### config.mk
export PLATFORM = sky130hd
export DESIGN_NAME = ttcd_top
export DESIGN_NICKNAME = d
export VERILOG_FILES = /design/src/logic/ttcd_pkg.sv /design/src/logic/ttcd_top.sv /design/src/logic/ttcd_decode.sv
export SDC_FILE = /design/constraint.sdc
export NUM_CORES = 1
export LEC_CHECK = 0
export ABC_CLOCK_PERIOD_IN_PS = 2800
export BUFFER_PORTS_ARGS = -buffer_cell sky130_fd_sc_hd__buf_4
export CAP_MARGIN = 40
export CORE_UTILIZATION = 25
export CTS_BUF_LIST = sky130_fd_sc_hd__clkbuf_4
export DETAILED_ROUTE_END_ITERATION = 12
export PLACE_DENSITY = 0.44
export SETUP_SLACK_MARGIN = 0.05
export SLEW_MARGIN = 20
export SYNTH_ARGS = -nofsm -noshare
export SYNTH_HDL_FRONTEND = slang
export SYNTH_HIERARCHICAL = 1
export SYNTH_SLANG_ARGS = --single-unit
### constraint.sdc
create_clock -name pclk -period 2.8 [get_ports pclk]
set_input_delay 0.14 -clock pclk [delete_from_list [all_inputs] [get_ports pclk]]
set_output_delay 0.14 -clock pclk [all_outputs]
set_load 0.02 [all_outputs]
### src/logic/ttcd_pkg.sv
`default_nettype none
package ttcd_pkg;
  // Parameter set: byte 0 in bits 55:48, byte 6 in bits 7:0
  localparam int          TTCD_NBYTES        = 7;
  localparam logic [55:0] TTCD_SET_C_PLAIN   = 56'h0E010010000000;
  localparam logic [55:0] TTCD_SET_C_ACC     = 56'h4A000010000000;
  localparam logic [55:0] TTCD_SET_C_PLAINPM = 56'h0E010012000000;
  localparam logic [55:0] TTCD_SET_C_ACCPM   = 56'h4A000012000000;
  localparam logic [55:0] TTCD_SET_A_PLAIN   = 56'h0E010010000100;
  localparam logic [55:0] TTCD_SET_A_PM      = 56'h0E010012000100;
  localparam logic [55:0] TTCD_SET_FACTORY   = TTCD_SET_C_PLAIN;

  // APB byte offsets
  localparam logic [7:0]  TTCD_OFF_PARAM_LO  = 8'h00;
  localparam logic [7:0]  TTCD_OFF_PARAM_HI  = 8'h04;
  localparam logic [7:0]  TTCD_OFF_CTRL      = 8'h08;
  localparam logic [7:0]  TTCD_OFF_STATUS    = 8'h0C;

  // Field positions
  localparam int          TTCD_CTRL_NODE_RST = 0;
  localparam int          TTCD_ST_READY      = 0;
  localparam int          TTCD_ST_BAND_A     = 1;
  localparam int          TTCD_ST_ACCESS     = 2;
  localparam int          TTCD_ST_PM_SEL     = 3;
  localparam int          TTCD_ST_PM_ACT     = 4;
  localparam int          TTCD_ST_DEFAULTED  = 5;
  localparam int          TTCD_ST_TX_OK      = 6;
  localparam int          TTCD_ST_BAND_BUSY  = 7;
  localparam int          TTCD_ST_REDUCED    = 8;

  // Pin filter bits and their values after reset
  localparam int          TTCD_PIN_BUSY      = 0;
  localparam int          TTCD_PIN_TIED      = 1;
  localparam int          TTCD_PIN_REDUCED   = 2;
  localparam logic [2:0]  TTCD_PIN_RST       = 3'h3;

  // Timing
  localparam int          TTCD_PCLK_HZ       = 10000000;
  localparam int          TTCD_CORE_HZ_A     = 6553600;
  localparam int          TTCD_CORE_HZ_C     = 10000000;
  localparam int          TTCD_FREE_MS       = 85;
  localparam int          TTCD_FREE_CYC      = TTCD_FREE_MS * (TTCD_PCLK_HZ / 1000);
  localparam int          TTCD_FREE_W        = 20;
  localparam logic [2:0]  TTCD_SETTLE_CYC    = 3'h6;
  localparam logic [2:0]  TTCD_IDX_LATCH     = 3'h7;

  typedef enum logic [3:0] {
    TTCD_S_SETTLE  = 4'b0001,
    TTCD_S_LOAD    = 4'b0010,
    TTCD_S_RUN     = 4'b0100,
    TTCD_S_RESTORE = 4'b1000
  } ttcd_state_t;
endpackage
`default_nettype wire

### src/logic/ttcd_top.sv
`timescale 1ns/10ps
`default_nettype none
module ttcd_top
  import ttcd_pkg::*;
#(
  parameter int unsigned FREE_CYCLES = TTCD_FREE_CYC
) (
  input  wire logic        pclk,
  input  wire logic        presetn,
  input  wire logic        nv_por_n,
  input  wire logic        psel,
  input  wire logic        penable,
  input  wire logic        pwrite,
  input  wire logic [7:0]  paddr,
  input  wire logic [31:0] pwdata,
  output logic [31:0]      prdata,
  output logic             pready,
  output logic             pslverr,
  input  wire logic        band_in_use,
  input  wire logic        supply_monitor_pin_tied,
  input  wire logic        reduced_variant,
  output logic             comm_ready,
  output logic             band_a,
  output logic             access_en,
  output logic             pm_selected,
  output logic             pm_active,
  output logic             core_clk_sel_a,
  output logic             tx_allowed
);
  localparam logic [TTCD_FREE_W-1:0] FREE_LIM = FREE_CYCLES[TTCD_FREE_W-1:0];

  function automatic logic [7:0] set_byte(input logic [55:0] s,
                                          input int i);
    set_byte = s[55-8*i -: 8];
  endfunction

  // Storage: survives presetn, its own power-on and the restore state load the factory set
  logic [7:0]             nv_reg [TTCD_NBYTES];
  logic [7:0]             nv_next [TTCD_NBYTES];
  logic [7:0]             shad_reg [TTCD_NBYTES];
  logic [7:0]             shad_next [TTCD_NBYTES];
  logic [55:0]            shad_vec;
  ttcd_state_t            state_reg, state_next;
  logic [2:0]             idx_reg, idx_next;
  logic [2:0]             settle_reg, settle_next;
  logic                   band_a_reg, band_a_next;
  logic                   access_reg, access_next;
  logic                   pm_sel_reg, pm_sel_next;
  logic                   dflt_reg, dflt_next;
  logic                   pm_act_reg, pm_act_next;
  logic                   tx_ok_reg, tx_ok_next;
  logic [TTCD_FREE_W-1:0] free_reg, free_next;
  logic [2:0]             s1_reg, s2_reg, s3_reg, filt_reg, filt_next;
  logic [31:0]            prdata_reg, prdata_next;
  logic                   dec_band_a, dec_access, dec_pm, dec_match;
  logic                   addr_ok, wr_en, setup_rd, node_rst_cmd;

  // APB decode, zero wait states
  always_comb begin
    addr_ok = (paddr == TTCD_OFF_PARAM_LO) || (paddr == TTCD_OFF_PARAM_HI) ||
              (paddr == TTCD_OFF_CTRL) || (paddr == TTCD_OFF_STATUS);
  end
  assign pready       = 1'b1;
  assign pslverr      = psel & penable & ~addr_ok;
  assign wr_en        = psel & penable & pwrite & addr_ok;
  assign setup_rd     = psel & ~penable & ~pwrite;
  assign node_rst_cmd = wr_en && (paddr == TTCD_OFF_CTRL) &&
                        pwdata[TTCD_CTRL_NODE_RST];

  always_comb begin
    prdata_next = prdata_reg;
    if (setup_rd) begin
      prdata_next = 32'h00000000;
      case (paddr)
        TTCD_OFF_PARAM_LO: prdata_next = {nv_reg[3], nv_reg[2],
                                          nv_reg[1], nv_reg[0]};
        TTCD_OFF_PARAM_HI: prdata_next = {8'h00, nv_reg[6],
                                          nv_reg[5], nv_reg[4]};
        TTCD_OFF_STATUS: begin
          prdata_next[TTCD_ST_READY]     = comm_ready;
          prdata_next[TTCD_ST_BAND_A]    = band_a_reg;
          prdata_next[TTCD_ST_ACCESS]    = access_reg;
          prdata_next[TTCD_ST_PM_SEL]    = pm_sel_reg;
          prdata_next[TTCD_ST_PM_ACT]    = pm_act_reg;
          prdata_next[TTCD_ST_DEFAULTED] = dflt_reg;
          prdata_next[TTCD_ST_TX_OK]     = tx_ok_reg;
          prdata_next[TTCD_ST_BAND_BUSY] = filt_reg[TTCD_PIN_BUSY];
          prdata_next[TTCD_ST_REDUCED]   = filt_reg[TTCD_PIN_REDUCED];
        end
        default: prdata_next = 32'h00000000;
      endcase
    end
  end

  // Programming path into storage
  always_comb begin
    for (int i = 0; i < TTCD_NBYTES; i++) begin
      nv_next[i] = nv_reg[i];
    end
    if (state_reg == TTCD_S_RESTORE) begin
      for (int i = 0; i < TTCD_NBYTES; i++) begin
        nv_next[i] = set_byte(TTCD_SET_FACTORY, i);
      end
    end else if (wr_en && (paddr == TTCD_OFF_PARAM_LO)) begin
      for (int i = 0; i < 4; i++) begin
        nv_next[i] = pwdata[8*i +: 8];
      end
    end else if (wr_en && (paddr == TTCD_OFF_PARAM_HI)) begin
      for (int i = 4; i < TTCD_NBYTES; i++) begin
        nv_next[i] = pwdata[8*(i-4) +: 8];
      end
    end
  end

  always_ff @(posedge pclk or negedge nv_por_n) begin
    if (!nv_por_n) begin
      for (int i = 0; i < TTCD_NBYTES; i++) begin
        nv_reg[i] <= set_byte(TTCD_SET_FACTORY, i);
      end
    end else begin
      for (int i = 0; i < TTCD_NBYTES; i++) begin
        nv_reg[i] <= nv_next[i];
      end
    end
  end

  // Pin filter: change taken once stages two and three agree
  always_comb begin
    for (int i = 0; i < 3; i++) begin
      filt_next[i] = (s2_reg[i] == s3_reg[i]) ? s3_reg[i] : filt_reg[i];
    end
  end

  always_ff @(posedge pclk or negedge presetn) begin
    if (!presetn) begin
      s1_reg   <= TTCD_PIN_RST;
      s2_reg   <= TTCD_PIN_RST;
      s3_reg   <= TTCD_PIN_RST;
      filt_reg <= TTCD_PIN_RST;
    end else begin
      s1_reg   <= {reduced_variant, supply_monitor_pin_tied, band_in_use};
      s2_reg   <= s1_reg;
      s3_reg   <= s2_reg;
      filt_reg <= filt_next;
    end
  end

  always_comb begin
    for (int i = 0; i < TTCD_NBYTES; i++) begin
      shad_vec[55-8*i -: 8] = shad_reg[i];
    end
  end

  ttcd_decode u_decode (
    .param_set (shad_vec),
    .reduced   (filt_reg[TTCD_PIN_REDUCED]),
    .band_a    (dec_band_a),
    .access_en (dec_access),
    .pm_sel    (dec_pm),
    .matched   (dec_match)
  );

  // Load sequencer
  always_comb begin
    state_next  = state_reg;
    idx_next    = idx_reg;
    settle_next = settle_reg;
    band_a_next = band_a_reg;
    access_next = access_reg;
    pm_sel_next = pm_sel_reg;
    dflt_next   = dflt_reg;
    for (int i = 0; i < TTCD_NBYTES; i++) begin
      shad_next[i] = shad_reg[i];
    end
    case (state_reg)
      // Settle lets the strap filters catch the pins first
      TTCD_S_SETTLE: begin
        if (settle_reg == TTCD_SETTLE_CYC - 3'h1) begin
          state_next = TTCD_S_LOAD;
          idx_next   = 3'h0;
        end else begin
          settle_next = settle_reg + 3'h1;
        end
      end
      // read one byte per cycle, then latch
      TTCD_S_LOAD: begin
        if (idx_reg == TTCD_IDX_LATCH) begin
          state_next  = TTCD_S_RUN;
          band_a_next = dec_band_a;
          access_next = dec_access & ~dec_band_a;
          pm_sel_next = dec_pm;
          dflt_next   = ~dec_match;
        end else begin
          shad_next[idx_reg] = nv_reg[idx_reg];
          idx_next           = idx_reg + 3'h1;
        end
      end
      TTCD_S_RUN: begin
        state_next = TTCD_S_RUN;
      end
      TTCD_S_RESTORE: begin
        state_next = TTCD_S_SETTLE;
      end
      default: begin
        state_next = TTCD_S_SETTLE;
      end
    endcase
    if (node_rst_cmd) begin
      // byte one zero turns reset into reboot
      // otherwise the stored set is kept
      state_next  = (nv_reg[1] == 8'h00) ? TTCD_S_RESTORE : TTCD_S_SETTLE;
      settle_next = 3'h0;
      idx_next    = 3'h0;
      band_a_next = 1'b0;
      access_next = 1'b0;
      pm_sel_next = 1'b0;
      dflt_next   = 1'b0;
    end
  end

  // band must stay free for the full window
  always_comb begin
    free_next = free_reg;
    if (filt_reg[TTCD_PIN_BUSY] || !access_reg || state_reg != TTCD_S_RUN) begin
      free_next = '0;
    end else if (free_reg != FREE_LIM) begin
      free_next = free_reg + 1'b1;
    end
    tx_ok_next  = (state_reg == TTCD_S_RUN) && !node_rst_cmd &&
                  (!access_reg || free_reg == FREE_LIM);
    // divider wiring and pm set both needed
    pm_act_next = (state_reg == TTCD_S_RUN) && !node_rst_cmd &&
                  pm_sel_reg && !filt_reg[TTCD_PIN_TIED];
  end

  always_ff @(posedge pclk or negedge presetn) begin
    if (!presetn) begin
      state_reg  <= TTCD_S_SETTLE;
      idx_reg    <= 3'h0;
      settle_reg <= 3'h0;
      band_a_reg <= 1'b0;
      access_reg <= 1'b0;
      pm_sel_reg <= 1'b0;
      dflt_reg   <= 1'b0;
      pm_act_reg <= 1'b0;
      tx_ok_reg  <= 1'b0;
      free_reg   <= '0;
      prdata_reg <= 32'h00000000;
      for (int i = 0; i < TTCD_NBYTES; i++) begin
        shad_reg[i] <= 8'h00;
      end
    end else begin
      state_reg  <= state_next;
      idx_reg    <= idx_next;
      settle_reg <= settle_next;
      band_a_reg <= band_a_next;
      access_reg <= access_next;
      pm_sel_reg <= pm_sel_next;
      dflt_reg   <= dflt_next;
      pm_act_reg <= pm_act_next;
      tx_ok_reg  <= tx_ok_next;
      free_reg   <= free_next;
      prdata_reg <= prdata_next;
      for (int i = 0; i < TTCD_NBYTES; i++) begin
        shad_reg[i] <= shad_next[i];
      end
    end
  end

  assign prdata      = prdata_reg;
  assign comm_ready  = (state_reg == TTCD_S_RUN);
  assign band_a      = band_a_reg;
  assign access_en   = access_reg;
  assign pm_selected = pm_sel_reg;
  assign pm_active   = pm_act_reg;
  assign tx_allowed  = tx_ok_reg;
  assign core_clk_sel_a = band_a_reg;

  logic latch_cyc;
  assign latch_cyc = (state_reg == TTCD_S_LOAD) && (idx_reg == TTCD_IDX_LATCH)
                     && !node_rst_cmd;
endmodule
`default_nettype wire

### src/logic/ttcd_decode.sv
`timescale 1ns/10ps
`default_nettype none
module ttcd_decode
  import ttcd_pkg::*;
(
  input  wire logic [55:0] param_set,
  input  wire logic        reduced,
  output logic             band_a,
  output logic             access_en,
  output logic             pm_sel,
  output logic             matched
);
  // A-band pair differs in byte 3
  // C-band sets differ in access, pm
  always_comb begin
    band_a    = 1'b0;
    access_en = 1'b0;
    pm_sel    = 1'b0;
    matched   = 1'b1;
    case (param_set)
      TTCD_SET_C_PLAIN: begin
      end
      TTCD_SET_C_ACC: begin
        access_en = 1'b1;
      end
      TTCD_SET_C_PLAINPM: begin
        pm_sel = 1'b1;
      end
      TTCD_SET_C_ACCPM: begin
        access_en = 1'b1;
        pm_sel    = 1'b1;
      end
      TTCD_SET_A_PLAIN: begin
        band_a  = ~reduced;
        matched = ~reduced;
      end
      TTCD_SET_A_PM: begin
        band_a  = ~reduced;
        pm_sel  = ~reduced;
        matched = ~reduced;
      end
      default: begin
        matched = 1'b0;
      end
    endcase
  end
endmodule
`default_nettype wire

# Yosys cells after proc, flatten, opt, wreduce, memory -nomap -nowiden
# Index checks and enable logic that the tools add are counted.
# op_classes
addsub	3
magnitude_cmp	2
n_eq_ne	26
muxes	42
bitwise_logic	15
reduce_logical	37
# op_table
op	n
56-bit by 52-bit equality test with 1-bit output, second input constant	4
56-bit by 55-bit equality test with 1-bit output, second input constant	2
56-bit bitwise mux	1
56-bit two-way mux	1
24-bit two-way mux	2
23-bit case mux with 2 select lines	1
20-bit two-way mux	2
32-bit two-way mux	1
9-bit case mux with 3 select lines	1
8-bit binary-select mux with 3-bit select	1
8-bit demux with 3-bit select	1
8-bit two-way mux	3
20-bit by 1-bit adder with 20-bit output, second input constant	1
20-bit equality test, second input constant	1
20-bit inequality test, second input constant	1
3-bit two-way mux	6
8-bit by 4-bit equality test with 1-bit output, second input constant	2
8-bit zero test	2
4-bit two-way mux	4
1-bit two-way mux	14
4-bit case mux with 3 select lines	1
2-bit nonzero test	6
2-bit AND reduction	5
1-bit logical AND	9
other kinds (25)	53
# word_totals
regBits	192
in_bits	49
output_inout_bits	41
elab_cells	156

# Logic depth before layout (Yosys ltp)
# logic_depth
depth_word	11
depth_mapped	8
mapped_depth_nobuf	6

# Hierarchy
# The synthesis kept the hierarchy.
# by_module_without_submodules
module	instances	cells_each	area_per_inst_um2	seq_area_each_um2
ttcd_top	1	705	8413.1	4822.1
ttcd_decode	1	28	215.2	0.0

# Least setup slack after synthesis
# OpenSTA, ideal clock, no wires.
# synth_timing
path_type	reg2reg
start	register state_reg[1]
end	register free_reg[15]
arrival_ns	2.394
required_ns	2.727
path_slack_ns	0.333
path_stages_with_launch	7
path_buffers	3
cell_sequence	dfrtp_1 clkbuf_2 nor4b_1 nand3b_1 clkbuf_1 buf_1 nor2_1
# synth_between
elab_chain_len	3
# synth_rtl
item	line_no	text
start, declared	ttcd_top.sv:43	ttcd_state_t state_reg, state_next;
start signal, assigned	ttcd_top.sv:253	state_reg <= state_next;
4-bit by 3-bit inequality test with 1-bit output *	ttcd_top.sv:224	if (filt_reg[TTCD_PIN_BUSY] || !access_reg || state_reg != TTCD_S_RUN) begin
1-bit logical OR *	ttcd_top.sv:224	
20-bit two-way mux or 2-bit nonzero test (tied branches)	--	
end signal, assigned	ttcd_top.sv:262	free_reg <= free_next;
end, declared	ttcd_top.sv:52	logic [TTCD_FREE_W-1:0] free_reg, free_next;
# Every way passes the cells marked *; elsewhere a longest branch is shown, timed or not.
# A chain may end at the register's enable or synchronous reset.

# Worst setup path after layout
# layout_timing
start	register state_reg[2]
end	register shad_reg[49] in the netlist's numbering
# layout_between
elab_chain_len	2
# layout_rtl
item	line_no	text
4-bit by 2-bit equality test with 1-bit output	ttcd_top.sv:175	case (state_reg)
2-bit AND reduction (no line)	--	
end signal, assigned by index	ttcd_top.sv:265	shad_reg[i] <= shad_next[i];
end, declared	ttcd_top.sv:40	logic [7:0] shad_reg [TTCD_NBYTES];
# No other way between the ends.

==> impl_metrics.ini <==
[floorplan]
row_count = 67
die_x_um = 188
start_util_pct = 25.5
ios = 90
fp.coreArea_sq_um = 33800
fp.dieH_um = 188
dieArea_sq_um = 35300

[placement]
gp_congestion = 0.775
numPortBuffers = 88
placedInstanceArea_sq_um = 9950
dpl.hpwl_mm = 17.3

[clock_network]
cts_buffer_depth = 2
clkSinkCount = 192
postCtsResizedCells = 0
cts_setup_buffers = 0
cts_tree = yes
htree_num_levels = 4
clock_latency_ns = 0.61
path_clk_slew_ns = 0.18
cts_buffers = 17
hold_buffers = 43
cts_root_buf = clkbuf_4

[worst_setup_path]
reg2reg_slack_ns = 0.21
path_class = flop to flop
crit_arrival_ns = 3.09
cp.required_ns = 3.30
cp-start-kind = flop
crit_fanout = 8
cp-end-kind = flop

[synthesis]
synthTopCellsByCount = 178 x dfrtp_1, 60 x mux2_2, 58 x a22o_1
ys.flop_type = dfrtp_1
ys_seq_area_share_pct = 55.9
netlist.area_leader.share_pct = 51.6
synth-xor-area-share_pct = 1.42
avgSynthCellArea_sq_um = 11.8
async_reset_ff_share_pct = 100
yosys-top-cells-area = dfrtp_1 52%, mux2_2 7.8%, a22o_1 5.9%, dfstp_2 4.3%, mux2i_1 3.9%
syn_nets = 788
yosys.area.top_type = dfrtp_1
syn-cell-area_sq_um = 8630
yosysMostFrequentCell = dfrtp_1
synth_top_family_by_area = simple AND/OR/NAND/NOR gates
synth_simple_gate_area_share_pct = 14.8
synth_compound_area_share_pct = 12.0
synthCells = 733
synth_adder_area_share_pct = 1.22
synth_edf_count = 0
yosys_warnings = 6
synth.area.mux_share_pct = 12.3
synth_seq_cells = 192
ys_types = 60

[finish]
num-nets-final = 928
syn_to_final_growth_pct = 24.0
postLayoutCoreUtil_pct = 31.7
fin_area_sq_um = 10700
n_fill_cell = 3454
drive_gt1_share_pct = 27.9

[sta]
clock_skew_ns = 0.0278
worstMarginPinSlew_ns = 0.745
fin_crit_ns = 2.59
setup_viol = 0
hold_violations = 0
slew_violations = 0
timing.fmax_mhz = 386
period_share_pct = 92.6
slew_headroom_pct = 50.1
rsz0062_at_grt = no
setup_tns_ns = 0

[drt]
wl_per_cell_um = 18.4
vias_per_cell = 4.65
drcViolationCount = 0
drt-initial-drc-count = 357
drt_pass1_iterations = 4
wirelength_mm = 24.5
num_vias = 6206
ant_nets = 0

[grt]
grt_pass1_wl_mm = 39.0
grt_overflow = 0
grt_usage_pct = 14.4
grt_max_degree = 69
grt_pass1_vias = 6323
antenna_found_initial = 1

[power]
p_leak_nw = 4.78
irDropWorstVdd_mv = 0.229
power.density_nw_per_um2 = 531

[hold_path]
hp-class = input port to flop

[run]
cap_violations = 0

[run_status]
status = completed
-- layout make-up --
cell class | instances | area (sq um) | area share, %
antenna | 1 | 2.50 | 0.0234
clock inverter | 15 | 195 | 1.82
clock buffer | 17 | 128 | 1.19
inverter | 11 | 41.3 | 0.386
timing repair buffer | 160 | 1340 | 12.5
sequential | 192 | 4820 | 45.1
multi-input combinational | 491 | 3620 | 33.8
tap | 448 | 561 | 5.24
-- report_power, final --
group | total (W) | leakage (nW) | switching, W | internal (W)
Sequential | 0.00304 | 2.59 | 0.000113 | 0.00293
Clock | 0.00165 | 0.163 | 0.00114 | 0.000508
Combinational | 0.000998 | 2.03 | 0.000555 | 0.000442
-- cell families (layout without fill, tap and decap cells) --
family                   after synthesis  after routing
buffers and inverters                 50            203
multiplexers                          97             97
other                                  1              2
XOR/XNOR                              14             14
adder cells (fa/ha/maj)                9              9
flip-flops                           192            192
AO/OA/AOI/OAI                        145            145
AND/OR/NAND/NOR                      225            225
-- metrics by stage --
| stage | cells | hold WS [ns] | setup slack, ns | power [W] |
|---|---|---|---|---|
| after floorplan | 733 | -0.156 | 0.333 | 0.00366 |
| final | 1335 | 0.0603 | 0.206 | 0.00568 |
| after global placement | 1258 | 0.212 | 0.253 | 0.00404 |
| after detailed placement | 1259 | 0.215 | 0.238 | 0.00406 |
| after global routing | 1335 | 0.0156 | 0.0954 | 0.00599 |
| after CTS | 1334 | 0.00560 | 0.199 | 0.00578 |
-- layer usage --
layer	share of wire, %	global-route usage [%]	routed length (um)	vias up
met4	0.97	3.66	237	0
met5	0	0	0	-
met3	2.8	2.43	693	13
li1	-	-	-	2976
met2	45	21.7	11100	97
met1	51	21.3	12500	3120
-- layout by cell type, fill, tap and decap left out, drive strengths merged, types with 3 or more instances in the layout --
cell / instances
xnor2: 11
o21ai: 28
nor3: 11
nor3b: 5
dfrtp: 178
mux2i: 34
mux2: 62
or3: 3
a22oi: 8
dlygate4sd3: 43
buf: 117
a211oi: 4
xor2: 3
and2: 4
a31o: 4
a22o: 58
clkinv: 6
nand4: 13
dfstp: 14
nor4b: 6
clkbuf: 17
nor2b: 15
nor4: 21
o22a: 5
nand3: 19
or2: 4
o211ai: 3
a31oi: 3
nand2b: 7
maj3: 3
inv: 17
a21oi: 27
and3: 3
or4: 4
ha: 6
nand2: 53
nor2: 47
-- worst max-delay path, cell delays in order, from the launching register on --
cell	delay (ns)
dfrtp_1	0.49
or4b_1	0.68
or3_1	0.53
nor3_4	0.39
mux2_2	0.38
-- path summary, 6_finish.rpt --
path | startpoint | to | cells past startpoint
hold / removal | pwrite | state_reg[3] | 4
setup reg to reg | state_reg[2] | shad_reg[49] | 4
hold reg to reg | s1_reg[0] | s2_reg[0] | 0
min in group asynchronous | presetn | prdata[29] | 2
setup / recovery | state_reg[2] | shad_reg[49] | 4
max in group asynchronous | presetn | filt_reg[0] | 3
(Power assumes the default switching activity.)
